## src/hw/tela_pkg.sv

```systemverilog
// Package: constants, register map and carrier types of the terminal error latch block
//
// Contract
// Transmit parity trigger toggles per one bit.
// Bad receive character sets receive and line latches.
// Line parity latch holds until parity reset.
// Buffer fault on odd latch off at time six.
// Buffer fault sets general and electronic latches.
// No buffered option, electronic latch never sets.
// Seven-bit check and enable loaded at print.
// Checking enabled only in listed modes.
// Returned feedback clears enabled check latch.
// Extra feedback bit sets its check latch.
// Two-stage sequence on phase one and two.
// Error sample gates printer error and lock.
// Case or overflow sets general and inhibit.
// Stage two without one clears check registers.
// Reentry lock cleared only by reset key.
// Transmit parity latch sets at character end.
// Answerback ranks electronic, printer, receive, transmit.
// Error character first, acknowledge delayed second.
// Qualified positive with status, negative without.
// Negative keeps latches; status clears after first.
// Reset clears latches, registers and sequence.
package tela_pkg;

   // APB register byte offsets
   localparam logic [3:0] TELA_OFF_CTRL = 4'h0;
   localparam logic [3:0] TELA_OFF_CMD  = 4'h4;
   localparam logic [3:0] TELA_OFF_STAT = 4'h8;
   localparam logic [3:0] TELA_OFF_ANSW = 4'hc;

   // Field positions
   localparam int unsigned TELA_CTRL_BUFOPT = 0;  // Buffered receive option installed
   localparam int unsigned TELA_CMD_PRST    = 0;  // Parity reset switch, write one
   localparam int unsigned TELA_CMD_RKEY    = 1;  // Reset key, write one
   localparam int unsigned TELA_ANSW_HOLD   = 4;  // Acknowledge held back

   // Reset values
   localparam logic       TELA_CTRL_RST = 1'b0;

   // Answerback error character codes
   localparam logic [2:0] TELA_ERR_NONE = 3'h0;
   localparam logic [2:0] TELA_ERR_ELEC = 3'h1;
   localparam logic [2:0] TELA_ERR_PRT  = 3'h2;
   localparam logic [2:0] TELA_ERR_RXP  = 3'h3;
   localparam logic [2:0] TELA_ERR_TXP  = 3'h4;

   // Terminal mode levels
   typedef struct packed {
      logic transmit;
      logic receive_text;
      logic alt_receive;
      logic rx_text_buffer;
      logic buffer_print;
      logic communicate;
      logic has_status;
      logic buffer_busy;
   } tela_mode_s;

   // Stored error latches, bit 0 is the line parity latch
   typedef struct packed {
      logic inhibit;
      logic rekey;
      logic general;
      logic printer;
      logic electronic;
      logic tx_par;
      logic rx_par;
      logic line_par;
   } tela_err_s;

   // Answerback sequence
   typedef enum logic [0:0] {
      TELA_AB_IDLE,
      TELA_AB_FIRST
   } tela_ab_e;

endpackage : tela_pkg

```

## src/hw/tela_prchk.sv

```systemverilog
// Printer feedback check registers and two-stage check sequence
`timescale 1ns/10ps
`default_nettype none

module tela_prchk
   import tela_pkg::*;
(
   // Clock and reset
   input  wire logic       clk_i,
   input  wire logic       rst_n_i,
   // Cycle phases
   input  wire logic       cycle_phase_one_i,
   input  wire logic       cycle_phase_two_i,
   // Print time load
   input  wire logic       load_i,
   input  wire logic [6:0] print_holding_register_i,
   // Feedback
   input  wire logic       strobe_i,
   input  wire logic       feedback_window_close_pulse_i,
   input  wire logic [6:0] feedback_i,
   input  wire logic       check_en_i,
   // Results
   output logic            sample_o,
   output logic            error_sample_o,
   output logic            any_check_o,
   output logic            clear_regs_o
);

   logic [6:0] check_q;      // Check latches
   logic [6:0] enable_q;     // Check enable latches
   logic       sample_q;     // Feedback sample latch
   logic       stage1_q;     // Sequence stage one
   logic       stage2_q;     // Sequence stage two

   // End of check operation
   assign clear_regs_o   = stage2_q & ~stage1_q;
   assign error_sample_o = stage1_q & stage2_q;
   assign any_check_o    = |check_q;
   assign sample_o       = sample_q;

   // One check and enable pair per printed bit
   for (genvar b = 0; b < 7; b++) begin : g_bit
      always_ff @(posedge clk_i) begin
         if (!rst_n_i) begin
            check_q[b]  <= 1'b0;
            enable_q[b] <= 1'b0;
         end else if (load_i) begin
            // Loaded before the holding register clears
            check_q[b]  <= print_holding_register_i[b];
            enable_q[b] <= print_holding_register_i[b];
         end else if (clear_regs_o) begin
            check_q[b]  <= 1'b0;
            enable_q[b] <= 1'b0;
         end else if (sample_q && feedback_i[b]) begin
            // Proper bit clears, extra bit sets
            check_q[b]  <= ~enable_q[b];
         end
      end
   end

   // Sample latch opens on strobe, closes on the window close pulse
   always_ff @(posedge clk_i) begin
      if (!rst_n_i) begin
         sample_q <= 1'b0;
      end else if (check_en_i && strobe_i) begin
         sample_q <= 1'b1;
      end else if (feedback_window_close_pulse_i) begin
         sample_q <= 1'b0;
      end
   end

   // Stage one: set by sample on phase one, drops at phase one after stage two
   always_ff @(posedge clk_i) begin
      if (!rst_n_i) begin
         stage1_q <= 1'b0;
      end else if (cycle_phase_one_i) begin
         stage1_q <= stage2_q ? 1'b0 : (stage1_q | sample_q);
      end
   end

   // Stage two: sets once the sample is over, drops after stage one
   always_ff @(posedge clk_i) begin
      if (!rst_n_i) begin
         stage2_q <= 1'b0;
      end else if (cycle_phase_two_i) begin
         stage2_q <= stage1_q & (stage2_q | ~sample_q);
      end
   end

endmodule // tela_prchk

`default_nettype wire

```

## src/hw/tela_top.sv

```systemverilog
// Error detection, error latches and answerback selection of the terminal
`timescale 1ns/10ps
`default_nettype none

module tela_top
   import tela_pkg::*;
(
   // Clock and reset
   input  wire logic       clk_i,
   input  wire logic       rst_n_i,
   // APB slave
   input  wire logic       psel,
   input  wire logic       penable,
   input  wire logic       pwrite,
   input  wire logic [3:0] paddr,
   input  wire logic [31:0] pwdata,
   output logic [31:0]     prdata,
   output logic            pready,
   output logic            pslverr,
   // Terminal mode
   input  wire tela_mode_s mode_i,
   // Serial transmit
   input  wire logic       third_serial_send_step_i,
   input  wire logic       shift_reg_empty_i,
   input  wire logic       shift_reg_full_i,
   input  wire logic       serial_data_out_i,
   input  wire logic       tx_char_end_i,
   // Serial receive
   input  wire logic       rx_char_done_i,
   input  wire logic       rx_parity_even_i,
   input  wire logic       rx_stop_bit_position_missing_i,
   // Buffer traffic
   input  wire logic       buf_addr_time6_i,
   input  wire logic       buf_vcc_gate_i,
   input  wire logic       buf_write_i,
   input  wire logic       buf_odd_parity_i,
   // Printer
   input  wire logic       cycle_phase_one_i,
   input  wire logic       cycle_phase_two_i,
   input  wire logic       print_load_i,
   input  wire logic [6:0] print_holding_register_i,
   input  wire logic       feedback_strobe_i,
   input  wire logic       feedback_window_close_pulse_i,
   input  wire logic [6:0] feedback_bits_i,
   input  wire logic       incorrect_case_i,
   input  wire logic       holding_overflow_reset_i,
   // Answerback
   input  wire logic       load_first_answerback_i,
   input  wire logic       first_status_char_i,
   // Outputs
   output tela_err_s       err_o,
   output logic            buffer_parity_fault_o,
   output logic            error_sample_o,
   output logic            parity_light_o,
   output logic [2:0]      outgoing_character_register_o,
   output logic            ack_hold_o,
   output logic            ack_qual_pos_o,
   output logic            ack_qual_neg_o
);


   // Register state

   tela_err_s  err_q;          // Stored error latches
   logic       tx_odd_q;       // Transmit odd-parity trigger
   logic       bufopt_q;       // Buffered receive option
   logic [31:0] rdata_q;       // Read data captured in setup phase
   logic       slverr_q;       // Unmapped address in setup phase
   logic [2:0] outchar_q;      // Outgoing character register
   logic       first_q;        // Previous first status character level
   tela_ab_e   ab_q;           // Answerback sequence state
   tela_ab_e   ab_d;


   // APB decode

   wire setup_w  = psel & ~penable;
   wire access_w = psel & penable;
   wire hit_ctrl = (paddr == TELA_OFF_CTRL);
   wire hit_cmd  = (paddr == TELA_OFF_CMD);
   wire hit_stat = (paddr == TELA_OFF_STAT);
   wire hit_answ = (paddr == TELA_OFF_ANSW);
   wire mapped_w = hit_ctrl | hit_cmd | hit_stat | hit_answ;
   wire wr_w     = access_w & pwrite & ~slverr_q;

   // Command pulses act only at the completing edge
   wire par_reset_w = wr_w & hit_cmd & pwdata[TELA_CMD_PRST];
   wire reset_key_w = wr_w & hit_cmd & pwdata[TELA_CMD_RKEY];

   // Zero wait states; answer in the access cycle
   assign pready  = 1'b1;
   assign pslverr = access_w & slverr_q;
   assign prdata  = rdata_q;

   // Read mux evaluated in setup so read data comes from a flop
   logic [31:0] rmux_w;
   always_comb begin
      rmux_w = 32'h0000_0000;
      if (hit_ctrl) begin
         rmux_w[TELA_CTRL_BUFOPT] = bufopt_q;
      end else if (hit_stat) begin
         rmux_w[7:0] = err_q;
      end else if (hit_answ) begin
         rmux_w[2:0] = outchar_q;
         rmux_w[TELA_ANSW_HOLD] = ack_hold_o;
      end
   end

   // Capture read data and decode error during setup
   always_ff @(posedge clk_i) begin
      if (!rst_n_i) begin
         rdata_q  <= 32'h0000_0000;
         slverr_q <= 1'b0;
      end else if (setup_w) begin
         rdata_q  <= pwrite ? 32'h0000_0000 : rmux_w;
         slverr_q <= ~mapped_w;
      end
   end

   // Option register steers whether electronic errors are kept
   always_ff @(posedge clk_i) begin
      if (!rst_n_i) begin
         bufopt_q <= TELA_CTRL_RST;
      end else if (wr_w && hit_ctrl) begin
         bufopt_q <= pwdata[TELA_CTRL_BUFOPT];
      end
   end


   // Transmit parity

   // One bit sent: flip the trigger
   wire tx_flip_w = mode_i.transmit & third_serial_send_step_i
                  & ~shift_reg_empty_i & serial_data_out_i;
   // Character over with even count
   wire tx_bad_w  = tx_char_end_i & ~tx_odd_q & ~shift_reg_full_i;

   // Trigger restarts after each character is judged
   always_ff @(posedge clk_i) begin
      if (!rst_n_i) begin
         tx_odd_q <= 1'b0;
      end else if (tx_char_end_i) begin
         tx_odd_q <= 1'b0;
      end else if (tx_flip_w) begin
         tx_odd_q <= ~tx_odd_q;
      end
   end


   // Receive parity

   // Even parity or lost stop bit, not in alternate receive
   wire rx_bad_w = rx_char_done_i & mode_i.receive_text & ~mode_i.alt_receive
                 & (rx_parity_even_i | rx_stop_bit_position_missing_i);


   // Buffer parity

   wire buf_fault_w = ~buf_odd_parity_i & buf_addr_time6_i
                    & buf_vcc_gate_i & buf_write_i;
   wire bp_comm_w   = mode_i.buffer_print & mode_i.communicate;
   // Electronic latch only exists with the buffered option
   wire elec_set_w  = bufopt_q & buf_fault_w
                    & (mode_i.receive_text | bp_comm_w);
   wire gen_buf_w   = buf_fault_w & mode_i.receive_text;

   assign buffer_parity_fault_o = buf_fault_w;


   // Printer check

   // Checking allowed in these modes only
   wire check_en_w = (mode_i.receive_text & ~mode_i.rx_text_buffer)
                   | bp_comm_w;
   wire case_ovf_w = incorrect_case_i | holding_overflow_reset_i;

   logic sample_w;
   logic err_sample_w;
   logic any_check_w;
   logic clear_regs_w;

   // Check registers and sequence live in a leaf
   tela_prchk u_prchk (
      .clk_i                         (clk_i),
      .rst_n_i                       (rst_n_i),
      .cycle_phase_one_i             (cycle_phase_one_i),
      .cycle_phase_two_i             (cycle_phase_two_i),
      .load_i                        (print_load_i),
      .print_holding_register_i      (print_holding_register_i),
      .strobe_i                      (feedback_strobe_i),
      .feedback_window_close_pulse_i (feedback_window_close_pulse_i),
      .feedback_i                    (feedback_bits_i),
      .check_en_i                    (check_en_w),
      .sample_o                      (sample_w),
      .error_sample_o                (err_sample_w),
      .any_check_o                   (any_check_w),
      .clear_regs_o                  (clear_regs_w)
   );

   // Printer error only when a check latch remains and nothing inhibits it
   wire prt_set_w = err_sample_w & any_check_w & check_en_w & ~err_q.inhibit;

   assign error_sample_o = err_sample_w;


   // Answerback

   wire any_err_w  = err_q.electronic | err_q.printer | err_q.rx_par | err_q.tx_par;
   wire report_w   = any_err_w | mode_i.buffer_busy;
   // Falling edge of the first status character
   wire first_fall_w = first_q & ~first_status_char_i;
   // Clear happens only for a terminal with status; negative keeps all
   wire ab_clear_w = first_fall_w & mode_i.has_status & (ab_q == TELA_AB_FIRST);

   assign ack_qual_pos_o = report_w & mode_i.has_status;
   assign ack_qual_neg_o = report_w & ~mode_i.has_status;

   // Highest stored error wins
   logic [2:0] prio_w;
   always_comb begin
      prio_w = TELA_ERR_NONE;
      if (err_q.electronic && bufopt_q) begin
         prio_w = TELA_ERR_ELEC;
      end else if (err_q.printer) begin
         prio_w = TELA_ERR_PRT;
      end else if (err_q.rx_par) begin
         prio_w = TELA_ERR_RXP;
      end else if (err_q.tx_par) begin
         prio_w = TELA_ERR_TXP;
      end
   end

   // Sequence: acknowledge held while the error character goes first
   always_comb begin
      ab_d = ab_q;
      case (ab_q)
         TELA_AB_IDLE: begin
            if (load_first_answerback_i && mode_i.has_status) begin
               ab_d = TELA_AB_FIRST;
            end
         end
         TELA_AB_FIRST: begin
            if (first_fall_w) begin
               ab_d = TELA_AB_IDLE;
            end
         end
         default: begin
            ab_d = TELA_AB_IDLE;
         end
      endcase
   end

   assign ack_hold_o = (ab_q == TELA_AB_FIRST);

   // State and edge history
   always_ff @(posedge clk_i) begin
      if (!rst_n_i) begin
         ab_q    <= TELA_AB_IDLE;
         first_q <= 1'b0;
      end else begin
         ab_q    <= ab_d;
         first_q <= first_status_char_i;
      end
   end

   // Outgoing register takes the ranked error on load
   always_ff @(posedge clk_i) begin
      if (!rst_n_i) begin
         outchar_q <= TELA_ERR_NONE;
      end else if (load_first_answerback_i && mode_i.has_status) begin
         outchar_q <= prio_w;
      end
   end

   assign outgoing_character_register_o = outchar_q;


   // Error latches; every set wins over its clear

   tela_err_s err_d;
   always_comb begin
      err_d = err_q;
      // Answerback with status clears the receive, transmit, electronic, printer and general latches
      if (ab_clear_w) begin
         err_d.rx_par     = 1'b0;
         err_d.tx_par     = 1'b0;
         err_d.electronic = 1'b0;
         err_d.printer    = 1'b0;
         err_d.general    = 1'b0;
      end
      // Line parity latch drops only on the parity reset
      if (par_reset_w) begin
         err_d.line_par = 1'b0;
      end
      // Reentry lock drops only on the reset key
      if (reset_key_w) begin
         err_d.rekey = 1'b0;
      end
      // Inhibit lasts for the current check operation
      if (clear_regs_w) begin
         err_d.inhibit = 1'b0;
      end
      if (tx_bad_w) begin
         err_d.tx_par   = 1'b1;
         err_d.line_par = 1'b1;
      end
      if (rx_bad_w) begin
         err_d.rx_par   = 1'b1;
         err_d.line_par = 1'b1;
      end
      if (gen_buf_w || case_ovf_w) begin
         err_d.general = 1'b1;
      end
      if (elec_set_w) begin
         err_d.electronic = 1'b1;
      end
      if (case_ovf_w && check_en_w) begin
         err_d.inhibit = 1'b1;
      end
      if (prt_set_w) begin
         err_d.printer = 1'b1;
         err_d.rekey   = 1'b1;
      end
   end

   // Latch register
   always_ff @(posedge clk_i) begin
      if (!rst_n_i) begin
         err_q <= '0;
      end else begin
         err_q <= err_d;
      end
   end

   // The line parity latch only reports, on the light and in the status register
   assign parity_light_o = err_q.line_par;
   assign err_o          = err_q;

endmodule // tela_top

`default_nettype wire

```

## config.mk

```make
export PLATFORM = sky130hd
export DESIGN_NAME = tela_top
export DESIGN_NICKNAME = d
export VERILOG_FILES = /design/src/hw/tela_pkg.sv /design/src/hw/tela_prchk.sv /design/src/hw/tela_top.sv
export SDC_FILE = /design/constraint.sdc
export NUM_CORES = 1
export LEC_CHECK = 0
export CAP_MARGIN = 20
export CORE_MARGIN = 1.5
export CORE_UTILIZATION = 55
export CTS_CLUSTER_SIZE = 16
export DETAILED_ROUTE_END_ITERATION = 16
export DONT_BUFFER_PORTS = 1
export PLACE_DENSITY = 0.7
export SLEW_MARGIN = 30
export SYNTH_ARGS = -nofsm -noshare
export SYNTH_HDL_FRONTEND = slang
export SYNTH_HIERARCHICAL = 1
export SYNTH_SLANG_ARGS = --single-unit
```

## constraint.sdc

```tcl
create_clock -name clk_i -period 1.4 [get_ports clk_i]
set_input_delay 0.07 -clock clk_i [delete_from_list [all_inputs] [get_ports clk_i]]
set_output_delay 0.07 -clock clk_i [all_outputs]
set_load 0.1 [all_outputs]
```

==> reports/metrics.json <==
{
  "outcome": "complete, no violations",
  "gr_util_all_layers_pct": 25.8,
  "synth_top_area_cell": "sky130_fd_sc_hd__dfxtp_1",
  "end_kind": "primary output",
  "clkLatencyLatePin_ns": 0.28,
  "average_via_count_per_standard_cell": 5.71,
  "cts_buffers": 5,
  "synth_cell_types": 46,
  "number_of_cells_after_detailed_placement": 310,
  "worstSetupEndpoint": "ack_qual_pos_o",
  "mostFrequentLayoutCell": "sky130_fd_sc_hd__dfxtp_1",
  "fp.dieH_um": 65.4,
  "reg2reg_to": "u_prchk/stage1_q",
  "maxCapViolations": 0,
  "sequential_cell_area_sq_um": 841,
  "placement.io_buffers": 0,
  "clock_tree.root_cell": "sky130_fd_sc_hd__clkbuf_8",
  "clock_tree.htree_level_count": 2,
  "dr.first_iter.drc_count": 111,
  "clk_pin_slew_worst_paths_ns": 0.08,
  "areaGrowthSynthToFinish_pct": 25.0,
  "num_antenna_cells": 0,
  "timing.final.crit_share_pct": 99.5,
  "rsz0062_at_grt": "true",
  "most-common-layout-cells": "sky130_fd_sc_hd__dfxtp_1, sky130_fd_sc_hd__buf_4, sky130_fd_sc_hd__conb_1",
  "io-pin-count": 135,
  "grt_antenna_before_repair": 0,
  "relSlewSlack_pct": 63.6,
  "area_of_combinational_cells_with_multiple_inputs_sq_um": 1170,
  "criticalPathCategory": "flop to primary output",
  "cts_num_sinks": 41,
  "critPathLaunchType": "flop",
  "timing.critical_path.fanout_max": 5,
  "reg2reg_depth": 4,
  "fillers": 315,
  "reg2reg_setup_slack_ns": 0.12,
  "worst_r2r_startpoint": "u_prchk/stage2_q",
  "synth_area_per_cell_sq_um": 8.75,
  "worst_ep_arrival_time_ns": 1.32,
  "tritoncts": "yes",
  "placement.cell_area_sq_um": 2320,
  "timing_hold_violations_final": 0,
  "critPathRequiredTime_ns": 1.33,
  "min_path_type": "input port to flop",
  "initial_core_util_pct": 58.1,
  "grt_pass1_vias": 1917,
  "fraction_of_final_layout_cells_with_drive_strength_greater_than_1_pct": 21.2,
  "routed_wirelength_um": 5420,
  "globalplace.congestion": 0.786,
  "syn-cell-area_sq_um": 2140,
  "drt_first_pass_iters": 4,
  "drc": 0,
  "grt.overflow.total": 0,
  "ant_nets": 0,
  "power_density_nw_per_um2": 1040,
  "grt_max_degree": 31,
  "cells_after_synthesis": 245,
  "yosys_warnings": 6,
  "worst_pin_slew_ns": 0.550,
  "setup_clock_skew_after_layout_ns": 0.00374,
  "setup_total_negative_slack_ns": 0,
  "nNetsFinal": 380,
  "row_count": 22,
  "fin_crit_ns": 1.39,
  "clock.fmax_ghz": 0.718,
  "maximum_number_of_buffers_from_clock_root_to_sink": 2,
  "floorplan.die.width_um": 65.4,
  "yosys_register_bits": 41,
  "core-area_sq_um": 3690,
  "timing.final.setup_violations": 0,
  "postLayoutCellArea_sq_um": 2680,
  "maximum_vdd_ir_drop_mv": 0.747,
  "dr_wl_cell_um": 15.7,
  "share_of_the_synthesized_area_in_the_top_cell_type_pct": 38.3,
  "post_layout_nonfiller_instances": 345,
  "synth_sequential_area_ratio_pct": 38.3,
  "global_route_wire_length_before_repair_um": 8630,
  "hold_ws_ns": 0.00152,
  "power_leakage_nw": 1.18,
  "number_of_vias_in_the_routed_layout": 1969,
  "hpwl_detailed_um": 3480,
  "report.final.slew_viol_count": 0,
  "critical_path.startpoint": "err_o[4]",
  "die-area_sq_um": 4280,
  "post_synth_main_area_contributors": "sky130_fd_sc_hd__dfxtp_1, sky130_fd_sc_hd__buf_4, sky130_fd_sc_hd__a21boi_0, sky130_fd_sc_hd__and3_1, sky130_fd_sc_hd__nand2_1"
}
[sequential cells by signal, summed over array words and instances (netlist names)]
signal,cells
ack_hold_o,1
first_q,1
outgoing_character_register_o,3
u_prchk/enable_q,7
tx_odd_q,1
bufopt_q,1
err_o,7
u_prchk/stage2_q,1
u_prchk/sample_o,1
parity_light_o,1
u_prchk/stage1_q,1
prdata,8
slverr_q,1
u_prchk/check_q,7
[Yosys cell counts, drive strengths merged]
master,n
a22oi,2
inv,8
o2bb2ai,1
o311ai,1
nand2,24
xor2,1
nor4b,1
and4b,1
buf,31
and2,6
nand4,4
nand3b,3
a21boi,17
a211o,1
a2bb2oi,1
clkbuf,3
conb,2
nor2,7
o21a,1
a21o,1
o31ai,8
nand4b,3
nor4,3
a21oi,10
a22o,5
or3,2
o211a,1
nor2b,6
nor3,2
o211ai,1
and3,15
nand2b,4
dfxtp,41
a31oi,1
nor3b,1
o41ai,3
a32oi,1
mux2,3
nand3,15
o21ai,4
[power breakdown]
group | switching, mW | total, mW | internal [mW]
clock network | 0.378 | 0.714 | 0.336
registers | 0.0441 | 1.26 | 1.21
logic | 0.618 | 0.822 | 0.204
[cells by family after synthesis]
family | Yosys count | synth area share (%)
AND/OR/NAND/NOR | 97 | 26.1
AO/OA/AOI/OAI | 59 | 20.1
buffers and inverters | 42 | 13.2
flip-flops | 41 | 38.3
multiplexers | 3 | 1.58
other | 2 | 0.350
XOR/XNOR | 1 | 0.409
[area by class of cell]
class	instances	share of cell area [%]
well taps	48	2.24
flip-flops and latches	41	31.4
multi-input cells	185	43.6
clock inverters	3	0.467
inverters	8	1.21
clock buffers	5	2.57
repair buffers	55	18.6
[per-stage QoR]
| step | utilization, % | worst slack, ns | power (mW) |
|---|---|---|---|
| after detailed placement | 63.0 | 0.214 | 2.02 |
| after CTS | 72.5 | 0.00243 | 2.80 |
| after global placement | 63.0 | 0.246 | 2.01 |
| after floorplan | - | 0.00411 | 2.00 |
| after global routing | 72.7 | -0.0665 | 2.91 |
| final | 72.7 | 0.00686 | 2.79 |
[critical path, cell delays in order (launching register included)]
cell                      delay, ns
sky130_fd_sc_hd__dfxtp_4       0.37
sky130_fd_sc_hd__nor2_4        0.11
sky130_fd_sc_hd__nor4b_4       0.18
sky130_fd_sc_hd__buf_4         0.17
sky130_fd_sc_hd__nor2b_4       0.04
sky130_fd_sc_hd__buf_12        0.15
[what timing repair did]
item / in CTS / in global routing
buffers inserted: 1 / 1
pin swaps: 0 / 1
endpoints found under the hold margin: 36 / 0
hold buffers: 25 / 0
gates resized for setup: 2 / 1
endpoints found under the setup margin: 2 / 3
[layer usage]
| layer | GRT usage, % | vias to the layer above | part of all wire, % |
|---|---|---|---|
| met5 | 0 | - | 0 |
| met4 | 7.29 | 0 | 0.50 |
| met3 | 5.31 | 2 | 6.9 |
| met2 | 42.1 | 90 | 48 |
| met1 | 34.6 | 943 | 45 |
| li1 | - | 934 | - |
[how the worst min path moves through the flow]
stage,from,endpoint,slack (ns),cells past startpoint
global route,paddr[3],bufopt_q,0.02,2
global placement,tx_char_end_i,tx_odd_q,0.15,1
detailed placement,tx_char_end_i,tx_odd_q,0.15,1
floorplan,tx_char_end_i,tx_odd_q,0.15,1
CTS,mode_i[1],outgoing_character_register_o[2],0.004,3
finish,print_load_i,u_prchk/enable_q[0],0.002,2
Note: power is estimated with default switching activity, not from simulation.
